## src/logic/etc_map.vh

```
// Register map, field positions and reset values of the timer channel control block.
// Included by the design files of the block; definitions only.
`ifndef ETC_MAP_VH
`define ETC_MAP_VH
// Word byte addresses on the Avalon-MM slave
`define ETC_ADDR_CTRL0 4'h0
`define ETC_ADDR_CHA 4'h4
`define ETC_ADDR_CHB 4'h8
`define ETC_ADDR_CMPA 4'hC
// Second page, upper address bit set
`define ETC_ADDR_CMPB 4'h0
`define ETC_ADDR_COUNT 4'h4
`define ETC_ADDR_CAPT 4'h8
// Control 0 fields
`define ETC_C0_ON 3
`define ETC_C0_PAUSE 7
`define ETC_C0_PER_HI 2
`define ETC_C0_PER_LO 0
// Alignment field of the channel B control
`define ETC_ALIGN_HI 1
`define ETC_ALIGN_LO 0
// Channel control fields
`define ETC_MODE_HI 7
`define ETC_MODE_LO 6
`define ETC_PF_HI 5
`define ETC_PF_LO 4
`define ETC_LEVEL 3
`define ETC_INV 2
`define ETC_DIR 1
`define ETC_CLRSEL 0
// Modes
`define ETC_MODE_CMP 2'h0
`define ETC_MODE_CAP 2'h1
`define ETC_MODE_PWM 2'h2
`define ETC_MODE_TMR 2'h3
// Reset values and counter top
`define ETC_RST_CTRL 8'h00
`define ETC_RST_CMP 10'h000
`define ETC_TOP 10'h3FF
`endif

```

## src/logic/etc_timer.v

```verilog
// Timer channel control with Avalon-MM slave, 10-bit counter and two channels.
// Assumes one clock, async active-low reset, capture pins asynchronous.
//
// Our own choices: the register addresses and register access over Avalon-MM.
`timescale 1ns/100ps
`include "etc_map.vh"
module etc_timer #(
  parameter CNT_W = 10
) (
  // Clock and reset
  input wire mclk_in,
  input wire arst_n_in,
  // Avalon-MM slave
  input wire [4:0] avs_address_in,
  input wire avs_read_in,
  input wire avs_write_in,
  input wire [31:0] avs_writedata_in,
  output reg [31:0] avs_readdata_out,
  output reg avs_waitrequest_out,
  // Capture pins
  input wire channel_a_capture_pin_in,
  input wire channel_b_capture_pin_in,
  // Output pins
  output wire channel_a_output_pin_out,
  output wire channel_a_output_pin_oe_n_out,
  output wire channel_b_output_pin_out,
  output wire channel_b_output_pin_oe_n_out
);
  reg [7:0] ctrl0_q;
  reg [7:0] cha_q;
  reg [7:0] chb_q;
  reg [CNT_W-1:0] cmpa_q;
  reg [CNT_W-1:0] cmpb_q;
  reg [CNT_W-1:0] capt_q;
  reg [CNT_W-1:0] cnt_q;
  reg dir_q;
  reg on_q;
  reg done_q;
  reg pulse_a_q;
  reg pulse_b_q;
  reg cap_a_q;
  reg cap_b_q;
  wire cap_a_s;
  wire cap_b_s;
  wire on_bit = ctrl0_q[`ETC_C0_ON];
  // Edge of the on bit: holding it high restarts nothing
  wire on_rise = on_bit & ~on_q;
  wire run = on_bit & ~ctrl0_q[`ETC_C0_PAUSE];
  wire [1:0] mode_a = cha_q[`ETC_MODE_HI:`ETC_MODE_LO];
  wire [1:0] mode_b = chb_q[`ETC_MODE_HI:`ETC_MODE_LO];
  wire [1:0] align = chb_q[`ETC_ALIGN_HI:`ETC_ALIGN_LO];
  wire [2:0] period = ctrl0_q[`ETC_C0_PER_HI:`ETC_C0_PER_LO];
  wire clr_sel = cha_q[`ETC_CLRSEL];
  wire is_pwm = (mode_a == `ETC_MODE_PWM);
  wire is_cap = (mode_a == `ETC_MODE_CAP);
  wire match_a = run && (cnt_q == cmpa_q);
  wire match_b = run && (cnt_q == cmpb_q);
  wire per_lo_zero = (cnt_q[CNT_W-4:0] == {(CNT_W-3){1'b0}});
  wire match_p = run && (period != 3'h0) && (cnt_q[CNT_W-1:CNT_W-3] == period) && per_lo_zero;
  wire ovf = run && (cnt_q == {CNT_W{1'b1}});
  wire pwm_edge = (align == 2'h0);
  // PWM period comes from the period bits; clear select has no say here
  wire [CNT_W-1:0] ptop = (period == 3'h0) ? {CNT_W{1'b1}} : {period, {(CNT_W-3){1'b0}}} - 1'b1;
  wire [CNT_W-1:0] pwm_top = ptop;
  wire end_of_period = run && (cnt_q == pwm_top);
  // Compare/timer clear source
  wire cmp_clear = clr_sel ? match_a : (match_p | (ovf && period == 3'h0));
  // Next-state values
  reg [CNT_W-1:0] cnt_d;
  reg dir_d;
  reg cap_en_a;
  reg cap_en_b;

  // Edge qualify for capture, shared by both channels
  function cap_hit;
    input [1:0] sel;
    input now;
    input prev;
    begin
      case (sel)
        2'h0: cap_hit = now & ~prev;
        2'h1: cap_hit = ~now & prev;
        2'h2: cap_hit = now ^ prev;
        default: cap_hit = 1'b0;
      endcase
    end
  endfunction

  // Centre modes with align 1 or 2 qualify the duty window with the count direction; align 3 ignores it
  function pwm_on;
    input [CNT_W-1:0] duty;
    input [CNT_W-1:0] cnt;
    input [CNT_W-1:0] top;
    input [1:0] al;
    input down;
    begin
      // Duty at or above period gives 100 %
      if (duty > top)
        pwm_on = 1'b1;
      else begin
        case (al)
          2'h1: pwm_on = !down && (cnt < duty);
          2'h2: pwm_on = down && (cnt < duty);
          default: pwm_on = (cnt < duty);
        endcase
      end
    end
  endfunction

  // Zero-extends a counter-wide value to a bus word
  function [31:0] rd_word;
    input [CNT_W-1:0] v;
    begin
      rd_word = {{(32-CNT_W){1'b0}}, v};
    end
  endfunction

  // Capture pins come from outside; two flops before any edge logic
  etc_sync2 u_sync_a (
    .mclk_in(mclk_in),
    .arst_n_in(arst_n_in),
    .pin_in(channel_a_capture_pin_in),
    .sync_out(cap_a_s)
  );
  etc_sync2 u_sync_b (
    .mclk_in(mclk_in),
    .arst_n_in(arst_n_in),
    .pin_in(channel_b_capture_pin_in),
    .sync_out(cap_b_s)
  );

  // Counter and direction
  always @* begin
    cnt_d = cnt_q;
    dir_d = dir_q;
    if (on_rise) begin
      cnt_d = {CNT_W{1'b0}};
      dir_d = 1'b0;
    end else if (run) begin
      if (is_pwm && !pwm_edge) begin
        // Centre aligned counts up then down; clear select ignored here
        if (!dir_q && cnt_q == pwm_top)
          dir_d = 1'b1;
        else if (dir_q && cnt_q == {CNT_W{1'b0}})
          dir_d = 1'b0;
        if (dir_d)
          cnt_d = cnt_q - 1'b1;
        else
          cnt_d = cnt_q + 1'b1;
      end else if (is_pwm) begin
        cnt_d = end_of_period ? {CNT_W{1'b0}} : cnt_q + 1'b1;
        dir_d = 1'b0;
      end else if (is_cap) begin
        cnt_d = (ovf || match_p) ? {CNT_W{1'b0}} : cnt_q + 1'b1;
        dir_d = 1'b0;
      end else begin
        cnt_d = cmp_clear ? {CNT_W{1'b0}} : cnt_q + 1'b1;
        dir_d = 1'b0;
      end
    end
  end

  always @* begin
    cap_en_a = (mode_a == `ETC_MODE_CAP) && run && cap_hit(cha_q[`ETC_PF_HI:`ETC_PF_LO], cap_a_s, cap_a_q);
    cap_en_b = (mode_b == `ETC_MODE_CAP) && run && cap_hit(chb_q[`ETC_PF_HI:`ETC_PF_LO], cap_b_s, cap_b_q);
  end

  always @(posedge mclk_in or negedge arst_n_in) begin
    if (!arst_n_in) begin
      cnt_q <= {CNT_W{1'b0}};
      dir_q <= 1'b0;
      on_q <= 1'b0;
      cap_a_q <= 1'b0;
      cap_b_q <= 1'b0;
      capt_q <= {CNT_W{1'b0}};
      pulse_a_q <= 1'b0;
      pulse_b_q <= 1'b0;
      done_q <= 1'b0;
    end else begin
      cnt_q <= cnt_d;
      dir_q <= dir_d;
      on_q <= on_bit;
      cap_a_q <= cap_a_s;
      cap_b_q <= cap_b_s;
      // One capture register for both channels; A wins a tie
      if (cap_en_a)
        capt_q <= cnt_q;
      else if (cap_en_b)
        capt_q <= cnt_q;
      // Single pulse: starts at on rise, ends at its compare match or at the end of the period
      if (on_rise) begin
        pulse_a_q <= 1'b1;
        pulse_b_q <= 1'b1;
        done_q <= 1'b0;
      end else begin
        if (match_a)
          pulse_a_q <= 1'b0;
        if (match_b)
          pulse_b_q <= 1'b0;
        if (end_of_period)
          done_q <= 1'b1;
      end
    end
  end

  etc_chan_out u_out_a (
    .mclk_in(mclk_in),
    .arst_n_in(arst_n_in),
    .mode_in(mode_a),
    .pin_func_in(cha_q[`ETC_PF_HI:`ETC_PF_LO]),
    .level_in(cha_q[`ETC_LEVEL]),
    .invert_in(cha_q[`ETC_INV]),
    .on_rise_in(on_rise),
    .match_in(match_a),
    .pwm_active_in(run && pwm_on(cmpa_q, cnt_q, pwm_top, align, dir_q)),
    .pulse_active_in(pulse_a_q && !done_q && run),
    .pin_out(channel_a_output_pin_out),
    .pin_oe_n_out(channel_a_output_pin_oe_n_out)
  );
  etc_chan_out u_out_b (
    .mclk_in(mclk_in),
    .arst_n_in(arst_n_in),
    .mode_in(mode_b),
    .pin_func_in(chb_q[`ETC_PF_HI:`ETC_PF_LO]),
    .level_in(chb_q[`ETC_LEVEL]),
    .invert_in(chb_q[`ETC_INV]),
    .on_rise_in(on_rise),
    .match_in(match_b),
    .pwm_active_in(run && pwm_on(cmpb_q, cnt_q, pwm_top, align, dir_q)),
    .pulse_active_in(pulse_b_q && !done_q && run),
    .pin_out(channel_b_output_pin_out),
    .pin_oe_n_out(channel_b_output_pin_oe_n_out)
  );

  // Avalon slave: one wait cycle per access, then answer
  wire req = avs_read_in | avs_write_in;
  // Mirrors waitrequest; both fall for one cycle per access
  reg done_ack_n;
  wire ack = req & avs_waitrequest_out & done_ack_n;
  reg [31:0] rd;
  always @* begin
    rd = 32'h0000_0000;
    case (avs_address_in)
      {1'b0, `ETC_ADDR_CTRL0}: rd = {24'h000000, ctrl0_q};
      {1'b0, `ETC_ADDR_CHA}: rd = {24'h000000, cha_q[7:2], dir_q, cha_q[0]};
      {1'b0, `ETC_ADDR_CHB}: rd = {24'h000000, chb_q};
      {1'b0, `ETC_ADDR_CMPA}: rd = rd_word(cmpa_q);
      {1'b1, `ETC_ADDR_CMPB}: rd = rd_word(cmpb_q);
      {1'b1, `ETC_ADDR_COUNT}: rd = rd_word(cnt_q);
      {1'b1, `ETC_ADDR_CAPT}: rd = rd_word(capt_q);
      default: rd = 32'h0000_0000;
    endcase
  end
  always @(posedge mclk_in or negedge arst_n_in) begin
    if (!arst_n_in) begin
      avs_waitrequest_out <= 1'b1;
      avs_readdata_out <= 32'h0000_0000;
      done_ack_n <= 1'b1;
      ctrl0_q <= `ETC_RST_CTRL;
      cha_q <= `ETC_RST_CTRL;
      chb_q <= `ETC_RST_CTRL;
      cmpa_q <= `ETC_RST_CMP;
      cmpb_q <= `ETC_RST_CMP;
    end else begin
      avs_waitrequest_out <= ~ack;
      done_ack_n <= ~ack;
      if (ack && avs_read_in)
        avs_readdata_out <= rd;
      // Writes land where the master samples waitrequest low
      if (avs_write_in && !avs_waitrequest_out) begin
        case (avs_address_in)
          {1'b0, `ETC_ADDR_CTRL0}: ctrl0_q <= avs_writedata_in[7:0];
          {1'b0, `ETC_ADDR_CHA}: cha_q <= {avs_writedata_in[7:2], 1'b0, avs_writedata_in[0]};
          {1'b0, `ETC_ADDR_CHB}: chb_q <= avs_writedata_in[7:0];
          {1'b0, `ETC_ADDR_CMPA}: cmpa_q <= avs_writedata_in[CNT_W-1:0];
          {1'b1, `ETC_ADDR_CMPB}: cmpb_q <= avs_writedata_in[CNT_W-1:0];
          // Counter and capture are read-only; writes to them drop
          default: ;
        endcase
      end
    end
  end
endmodule // etc_timer

```

## src/logic/etc_sync2.v

```verilog
// Two-flop synchroniser for one asynchronous pin.
// Assumes the pin is unrelated to mclk_in.
`timescale 1ns/100ps
module etc_sync2 (
  // Clock and reset
  input wire mclk_in,
  input wire arst_n_in,
  // Pin and result
  input wire pin_in,
  output reg sync_out
);
  reg meta_q;
  always @(posedge mclk_in or negedge arst_n_in) begin
    if (!arst_n_in) begin
      meta_q <= 1'b0;
      sync_out <= 1'b0;
    end else begin
      meta_q <= pin_in;
      sync_out <= meta_q;
    end
  end
endmodule // etc_sync2

```

## src/logic/etc_chan_out.v

```verilog
// Output pin logic for one compare/PWM channel.
// Assumes match pulses and counter state come from the timer core on mclk_in.
`timescale 1ns/100ps
`include "etc_map.vh"
module etc_chan_out (
  // Clock and reset
  input wire mclk_in,
  input wire arst_n_in,
  // Configuration
  input wire [1:0] mode_in,
  input wire [1:0] pin_func_in,
  input wire level_in,
  input wire invert_in,
  // Timer events
  input wire on_rise_in,
  input wire match_in,
  input wire pwm_active_in,
  input wire pulse_active_in,
  // Pin
  output reg pin_out,
  output reg pin_oe_n_out
);
  reg state_q;
  reg state_d;
  reg lvl;
  always @* begin
    state_d = state_q;
    lvl = state_q;
    case (mode_in)
      `ETC_MODE_CMP: begin
        if (on_rise_in)
          state_d = level_in;
        else if (match_in) begin
          // Requested level equal to present level gives no visible change
          case (pin_func_in)
            2'h1: state_d = 1'b0;
            2'h2: state_d = 1'b1;
            2'h3: state_d = ~state_q;
            default: state_d = state_q;
          endcase
        end
        lvl = state_d;
      end
      `ETC_MODE_PWM: begin
        case (pin_func_in)
          2'h0: lvl = ~level_in;
          2'h1: lvl = level_in;
          2'h2: lvl = pwm_active_in ? level_in : ~level_in;
          default: lvl = pulse_active_in ? level_in : ~level_in;
        endcase
      end
      default: lvl = 1'b0;
    endcase
  end
  always @(posedge mclk_in or negedge arst_n_in) begin
    if (!arst_n_in) begin
      state_q <= 1'b0;
      pin_out <= 1'b0;
      pin_oe_n_out <= 1'b1;
    end else begin
      state_q <= state_d;
      // Timer/counter and capture release the pin; level unused, invert unused in timer/counter only
      pin_oe_n_out <= (mode_in == `ETC_MODE_TMR) || (mode_in == `ETC_MODE_CAP);
      pin_out <= lvl ^ (invert_in && mode_in != `ETC_MODE_TMR);
    end
  end
endmodule // etc_chan_out

```

## config.mk

```make
export PLATFORM = sky130hd
export DESIGN_NAME = etc_timer
export DESIGN_NICKNAME = d
export VERILOG_FILES = /design/src/logic/etc_timer.v /design/src/logic/etc_sync2.v /design/src/logic/etc_chan_out.v
export VERILOG_INCLUDE_DIRS = /design/src /design/src/logic
export SDC_FILE = /design/constraint.sdc
export NUM_CORES = 1
export LEC_CHECK = 0
export BUFFER_PORTS_ARGS = -buffer_cell sky130_fd_sc_hd__buf_4
export CAP_MARGIN = 20
export CORE_AREA = 2 2 138 73
export DETAILED_ROUTE_END_ITERATION = 8
export DIE_AREA = 0 0 140 75
export PLACE_DENSITY = 0.85
export SLEW_MARGIN = 30
export SYNTH_ARGS = -nofsm -noshare
export SYNTH_HDL_FRONTEND = slang
export SYNTH_HIERARCHICAL = 1
export SYNTH_SLANG_ARGS = --single-unit
```

## constraint.sdc

```tcl
create_clock -name mclk_in -period 3.6 [get_ports mclk_in]
set_clock_uncertainty 0.05 [all_clocks]
set_input_delay 0.18 -clock mclk_in [delete_from_list [all_inputs] [get_ports mclk_in]]
set_output_delay 0.18 -clock mclk_in [all_outputs]
set_load 0.05 [all_outputs]
```

Word level (Yosys, flattened, before mapping)
Cells that the tools add are included.
- output and inout port bits: 37
- word-level logic and storage cells: 189
- register bits after elaboration: 113
- eq/ne operators: 27
- bitwise logic cells: 25
- reductions and logical operators: 56
- $add $sub $neg: 3
- multiplexer cells: 48
- magnitude comparators: 4
- operators by type and width (kind ; count):
    $mux 10 ; 12
    $pmux 10 s7 ; 1
    $eq 10x10->1 ; 3
    $logic_and 1x1->1 ; 29
    $mux 1 ; 25
    $gt 10x10->1 ; 2
    $lt 10x10->1 ; 2
    $sub 10x1->10 const B ; 2
    $eq 2x2->1 const B ; 9
    $pmux 1 s3 ; 6
    $eq 5x5->1 const B ; 3
    $not 1->1 ; 11
    $add 10x1->10 const B ; 1
    $eq 10x10->1 const B ; 1
    $eq 2x1->1 const B ; 5
    $eq 5x4->1 const B ; 2
    $logic_not 10->1 ; 1
    $logic_not 2->1 ; 5
    $reduce_and 2->1 ; 5
    $reduce_bool 2->1 ; 5
    $and 1x1->1 ; 8
    $pmux 1 s2 ; 4
    $logic_not 7->1 ; 1
    $eq 5x3->1 const B ; 1
    other kinds (9) ; 19

Longest topological paths before layout
- depth after elaboration: 13
- gate-level depth with buffers: 13
- mapped depth without buffers: 13

By module
Netlist, hierarchy kept.
- modules (own cells, without submodules) (module ; cells an instance ; instances ; area each (um^2)):
    etc_timer ; 501 ; 1 ; 5222.5
    etc_chan_out ; 21 ; 2 ; 195.2
    etc_sync2 ; 2 ; 2 ; 50.0

Least setup slack after synthesis
No wires, ideal clock.
- kind: reg2reg
- start: register ctrl0_q[0]
- end: register cnt_q[3]
- clock period less this slack: 2.343 ns
- path buffers: 1
- arrival time: 2.166 ns
- setup time: 0.126 ns
- cell stages (with the launch flop): 11
- slack: 1.257 ns
- required time: 3.424 ns
- cell sequence: dfrtp_1 inv_1 ha_1 ha_1 xor2_1 and3_1 and2_1 and3_1 buf_2 nor2_1 a311o_1
- cells in the longest elaborated chain, start to end: 12
- RTL lines (element ; line ; RTL):
    start, declared ; etc_timer.v:29 ; reg [7:0] ctrl0_q;
    start signal, assigned ; etc_timer.v:259 ; ctrl0_q <= `ETC_RST_CTRL;
    start signal, assigned ; etc_timer.v:272 ; {1'b0, `ETC_ADDR_CTRL0}: ctrl0_q <= avs_writedata_in[7:0];
    $sub 10x1->10, or another cell as far along ; etc_timer.v:63 ; wire [CNT_W-1:0] ptop = (period == 3'h0) ? {CNT_W{1'b1}} : {period, {(CNT_W-3){1'b0}}} - 1'b1;
    $mux 10 or $logic_and 1x1->1 (tied branches) ; etc_timer.v:63, etc_timer.v:59 ;
    $eq 10x10->1 or $logic_and 1x1->1 (tied branches) ; etc_timer.v:65, etc_timer.v:142, etc_timer.v:59 ;
    $logic_and 1x1->1, on equally long branches ; etc_timer.v:142, etc_timer.v:59 ;
    $mux 1 or $or 1x1->1 (tied branches) ; etc_timer.v:142, etc_timer.v:67 ;
    $mux 1, on equally long branches ; etc_timer.v:140, etc_timer.v:67 ;
    $mux 1 or $mux 10 (tied branches) ; etc_timer.v:139, etc_timer.v:157 ;
    $mux 1 or $mux 10 (tied branches) ; etc_timer.v:136, etc_timer.v:153 ;
    $mux 10, on equally long branches ; etc_timer.v:146, etc_timer.v:150 ;
    $mux 10 (*) ; etc_timer.v:140 ; if (is_pwm && !pwm_edge) begin
    $mux 10 (*) ; etc_timer.v:139 ; end else if (run) begin
    $mux 10 (*) ; etc_timer.v:136 ; if (on_rise) begin
    end signal, assigned ; etc_timer.v:170 ; cnt_q <= {CNT_W{1'b0}};
    end signal, assigned ; etc_timer.v:180 ; cnt_q <= cnt_d;
    end, declared ; etc_timer.v:35 ; reg [CNT_W-1:0] cnt_q;
Every way passes the cells marked *; elsewhere a longest branch is shown, timed or not. The select of a mux whose other input is x is not followed.
A chain may end at the register's enable or synchronous reset.

Worst setup path after layout
- start: register cnt_q[0]
- end: register cnt_q[3]
- cells in the longest elaborated chain, start to end: 11
- RTL lines (element ; line):
    parallel branches: the longest is 8 deep, another holds $add 10x1->10 ; --
    $mux 10 (*) ; etc_timer.v:140
    $mux 10 (*) ; etc_timer.v:139
    $mux 10 (*) ; etc_timer.v:136
Mark *: on every way between the ends. The select of a mux whose other input is x is not followed.

==> impl_metrics.py <==
metrics = {
    "sta": {
        "slew_headroom_pct": 52.01,
        "fin_setup_tns_ps": 0,
        "setup_viol": 0,
        "period_minus_slack_ps": 3064,
        "slew_violations": 0,
        "worst_pin_slew_ps": 717.9,
        "hold_viol_final": 0,
        "rsz0062_at_grt": "no",
        "finalCritPeriodShare_pct": 85.10,
        "timing.fmax_mhz": 326.4,
    },
    "route": {
        "dr.pass1.iters": 9,
        "top_layer": "met4",
        "ant_nets": 0,
        "drc_errors": 2,
        "vias": 4596,
        "wl_met1_mm": 7.125,
        "drt_wl_total_mm": 15.40,
        "wire_per_inst_um": 21.69,
        "dr_wl_met2_mm": 6.454,
        "vias_per_cell": 6.473,
        "drtIter0Drc": 435,
        "wl_met3_mm": 1.632,
    },
    "critical_path": {
        "crit_type": "reg2reg",
        "endpoint_kind": "register",
        "crit_end": "cnt_q[3]$_DFFE_PN0P_",
        "slowest_stage": "a21oi_2",
        "cp_data_required_time_ps": 3780,
        "crit_fanout": 16,
        "worstSetupStartpointType": "register",
        "crit_top_cell": "nor4_1",
        "max_stage_delay_ps": 620,
        "critical-path-top-delay-family": "simple AND/OR/NAND/NOR gates",
        "worst_ep_arrival_time_ps": 3240,
        "timing.rr.start": "cnt_q[0]$_DFFE_PN0P_",
        "r2r_end": "cnt_q[3]$_DFFE_PN0P_",
        "critPathLaunch": "cnt_q[0]$_DFFE_PN0P_",
        "reg2reg_setup_slack_ps": 540,
        "path_buf_inv": 1,
        "cp.depth": 8,
        "crit_chain": "inv_1 -> ha_1 -> or3b_1 -> nor4_1 -> nand4_1 -> a21oi_2 -> nor4_1 -> a311o_1",
        "reg2regPathDepth": 8,
    },
    "power": {
        "p_total_w": 0.003054,
        "netSwitchingPower_w": 0.0009893,
        "pwr-share-clk_pct": 34.2,
        "power_frac_comb_pct": 23.8,
        "swShare_pct": 32.39,
        "seqPwrFrac_pct": 42.0,
        "p_leak_nw": 3.142,
        "power.density_nw_per_um2": 478.5,
        "ir_worst_vdd_v": 0.0003335,
        "p_int_w": 0.002065,
    },
    "layout": {
        "syn2layout_area_growth_pct": 11.74,
        "final_cell_mix": "dfrtp_1, buf_4, mux2_2, inv_1, ha_1",
        "nFillCells": 666,
        "final_nets": 663,
        "layout_commonest_cell": "dfrtp_1",
        "antenna_cells": 0,
        "drive_gt1_share_pct": 21.90,
    },
    "cts": {
        "cts_buffers": 9,
        "cts_tree": "built",
        "insertion_delay_ps": 350,
        "htree_levels": 3,
        "cts_sinks": 91,
        "clk_pin_slew_worst_paths_ps": 70,
        "cts_buffer_depth": 2,
        "root_buffer": "clkbuf_16",
    },
    "logic_synthesis": {
        "ys_seq_area_share_pct": 39.93,
        "avgSynthCellArea_um2": 10.44,
        "syn-instance-count": 547,
        "synth_area_um2": 5713,
        "ys_seq_elements": 91,
        "synthFlopType": "dfrtp_1",
        "postSynth.asyncResetShare_pct": 100.0,
        "synth_warnings": 6,
        "synth-edff-count": 0,
        "ys_types": 68,
    },
    "hold_path": {
        "worstHoldPathCells": 2,
        "hp-class": "in2reg",
    },
    "floorplanning": {
        "start_util_pct": 61.91,
        "die_area_um2": 10500,
        "core_area_um2": 9228,
        "ios": 80,
        "die-height_um": 75,
        "fp.dieW_um": 140,
        "core.rowCount": 25,
    },
    "placement": {
        "place.port_buffers": 35,
        "gp_congestion": 1.006,
        "dpl.hpwl_mm": 11.55,
    },
    "grt": {
        "grt_max_degree": 73,
        "grt_antenna_before_repair": 0,
        "grt_use_total_pct": 31.31,
        "gr-total-overflow": 0,
        "grt_pass1_vias": 4519,
        "grt_pass1_wl_mm": 24.48,
    },
    "status": {
        "status": "complete, but fails checks",
        "violations": "design-rule violations",
    },
    "job": {
        "maxCapViolCount": 0,
    },
}
[cell type report]
cell class                 instances  area (um2)  area share (%)
clock buffer                      10       239.0           3.744
timing repair buffer              53       414.1           6.488
multi-input combinational        390        3058           47.90
clock inverter                     6       93.84           1.470
tap                              121       151.4           2.372
sequential                        91        2281           35.73
inverter                          39       146.4           2.293
[worst min path at each step]
stage                                        start                         endpoint
after global placement    channel_a_capture_pin_in        u_sync_a/meta_q$_DFF_PN0_
after CTS                      avs_writedata_in[8]            cmpa_q[8]$_DFFE_PN0P_
after global routing           avs_writedata_in[8]            cmpa_q[8]$_DFFE_PN0P_
after floorplan                          arst_n_in  avs_readdata_out[0]$_DFFE_PN0P_
final                          avs_writedata_in[8]            cmpa_q[8]$_DFFE_PN0P_
after detailed placement  channel_b_capture_pin_in        u_sync_b/meta_q$_DFF_PN0_
[synth_stat cells, types with 6 or more instances]
| cell type | instances | area share [%] |
|---|---|---|
| nor3_1 | 8 | 0.70 |
| clkbuf_1 | 9 | 0.59 |
| mux2_2 | 45 | 8.9 |
| o221ai_1 | 10 | 1.5 |
| or3_1 | 6 | 0.66 |
| xnor2_1 | 6 | 0.92 |
| a22o_1 | 10 | 1.5 |
| a21oi_1 | 19 | 1.7 |
| nor2b_1 | 9 | 0.99 |
| inv_1 | 39 | 2.6 |
| o21ai_0 | 10 | 0.88 |
| a221o_1 | 8 | 1.4 |
| nor2_1 | 18 | 1.2 |
| mux2_4 | 7 | 1.8 |
| ha_1 | 36 | 7.9 |
| nand3_1 | 12 | 1.1 |
| nand4_1 | 13 | 1.4 |
| buf_2 | 10 | 0.88 |
| nand2b_1 | 6 | 0.66 |
| a21o_1 | 9 | 1.2 |
| mux2i_1 | 26 | 4.6 |
| buf_4 | 24 | 3.2 |
| dfrtp_1 | 88 | 39 |
| nand2_1 | 35 | 2.3 |
[what timing repair did]
| item | CTS | global route |
|---|---|---|
| hold buffers | 5 | 0 |
| resized for setup | 0 | 0 |
| hold endpoints to repair | 72 | 0 |
| buffers inserted | 0 | 0 |
[sequential cells by signal, indices dropped and copies added, names as in the netlist, 7 cells and up]
register and count:
cmpa_q 10, capt_q 10, cnt_q 10, ctrl0_q 8, avs_readdata_out 10, cmpb_q 10
chb_q 8, cha_q 7
[power groups by stage]
stage	registers [W]	clock network (W)	logic, W
floorplan	0.00130	0	0.000485
global placement	0.00128	0	0.000678
detailed placement	0.00129	0	0.000704
CTS	0.00128	0.00106	0.000717
global route	0.00129	0.00111	0.000792
finish	0.00128	0.00104	0.000728
[metal layers]
| metal | GRT usage [%] | up-vias |
|---|---|---|
| met2 | 46.31 | 226 |
| met4 | 8.754 | 0 |
| li1 | - | 2037 |
| met1 | 44.42 | 2310 |
| met3 | 10.88 | 23 |
| met5 | 0 | - |
[cell families after synthesis]
kind of cell | after synthesis | share of synthesized area (%)
fa+ha+maj | 36 | 7.884
other cells | 1 | 0.06564
compound gates | 99 | 13.08
xor+xnor | 11 | 1.686
buf+inv | 87 | 8.037
mux | 78 | 15.27
simple gates | 144 | 14.06
flops | 91 | 39.93
[worst reg2reg max path, cell delays in order (launching register included)]
cell and delay (ps):
dfrtp_1 480, inv_1 200, ha_1 270, or3b_1 430
nor4_1 190, nand4_1 240, a21oi_2 620, nor4_1 120
a311o_1 340
[stage by stage]
step | hold slack, ps | utilization, % | cell area (um2) | worst slack [ps] | std cells
floorplan | -165.6 | - | 5792 | 1257 | 568
global placement | 239.6 | 64.92 | 5991 | 633.0 | 689
detailed placement | 240.6 | 64.99 | 5997 | 605.5 | 689
CTS | 17.75 | 69.14 | 6380 | 581.8 | 710
global route | 11.85 | 69.18 | 6384 | 314.7 | 710
finish | 24.69 | 69.18 | 6384 | 536.3 | 710
Note: power is estimated with default switching activity, not from simulation.
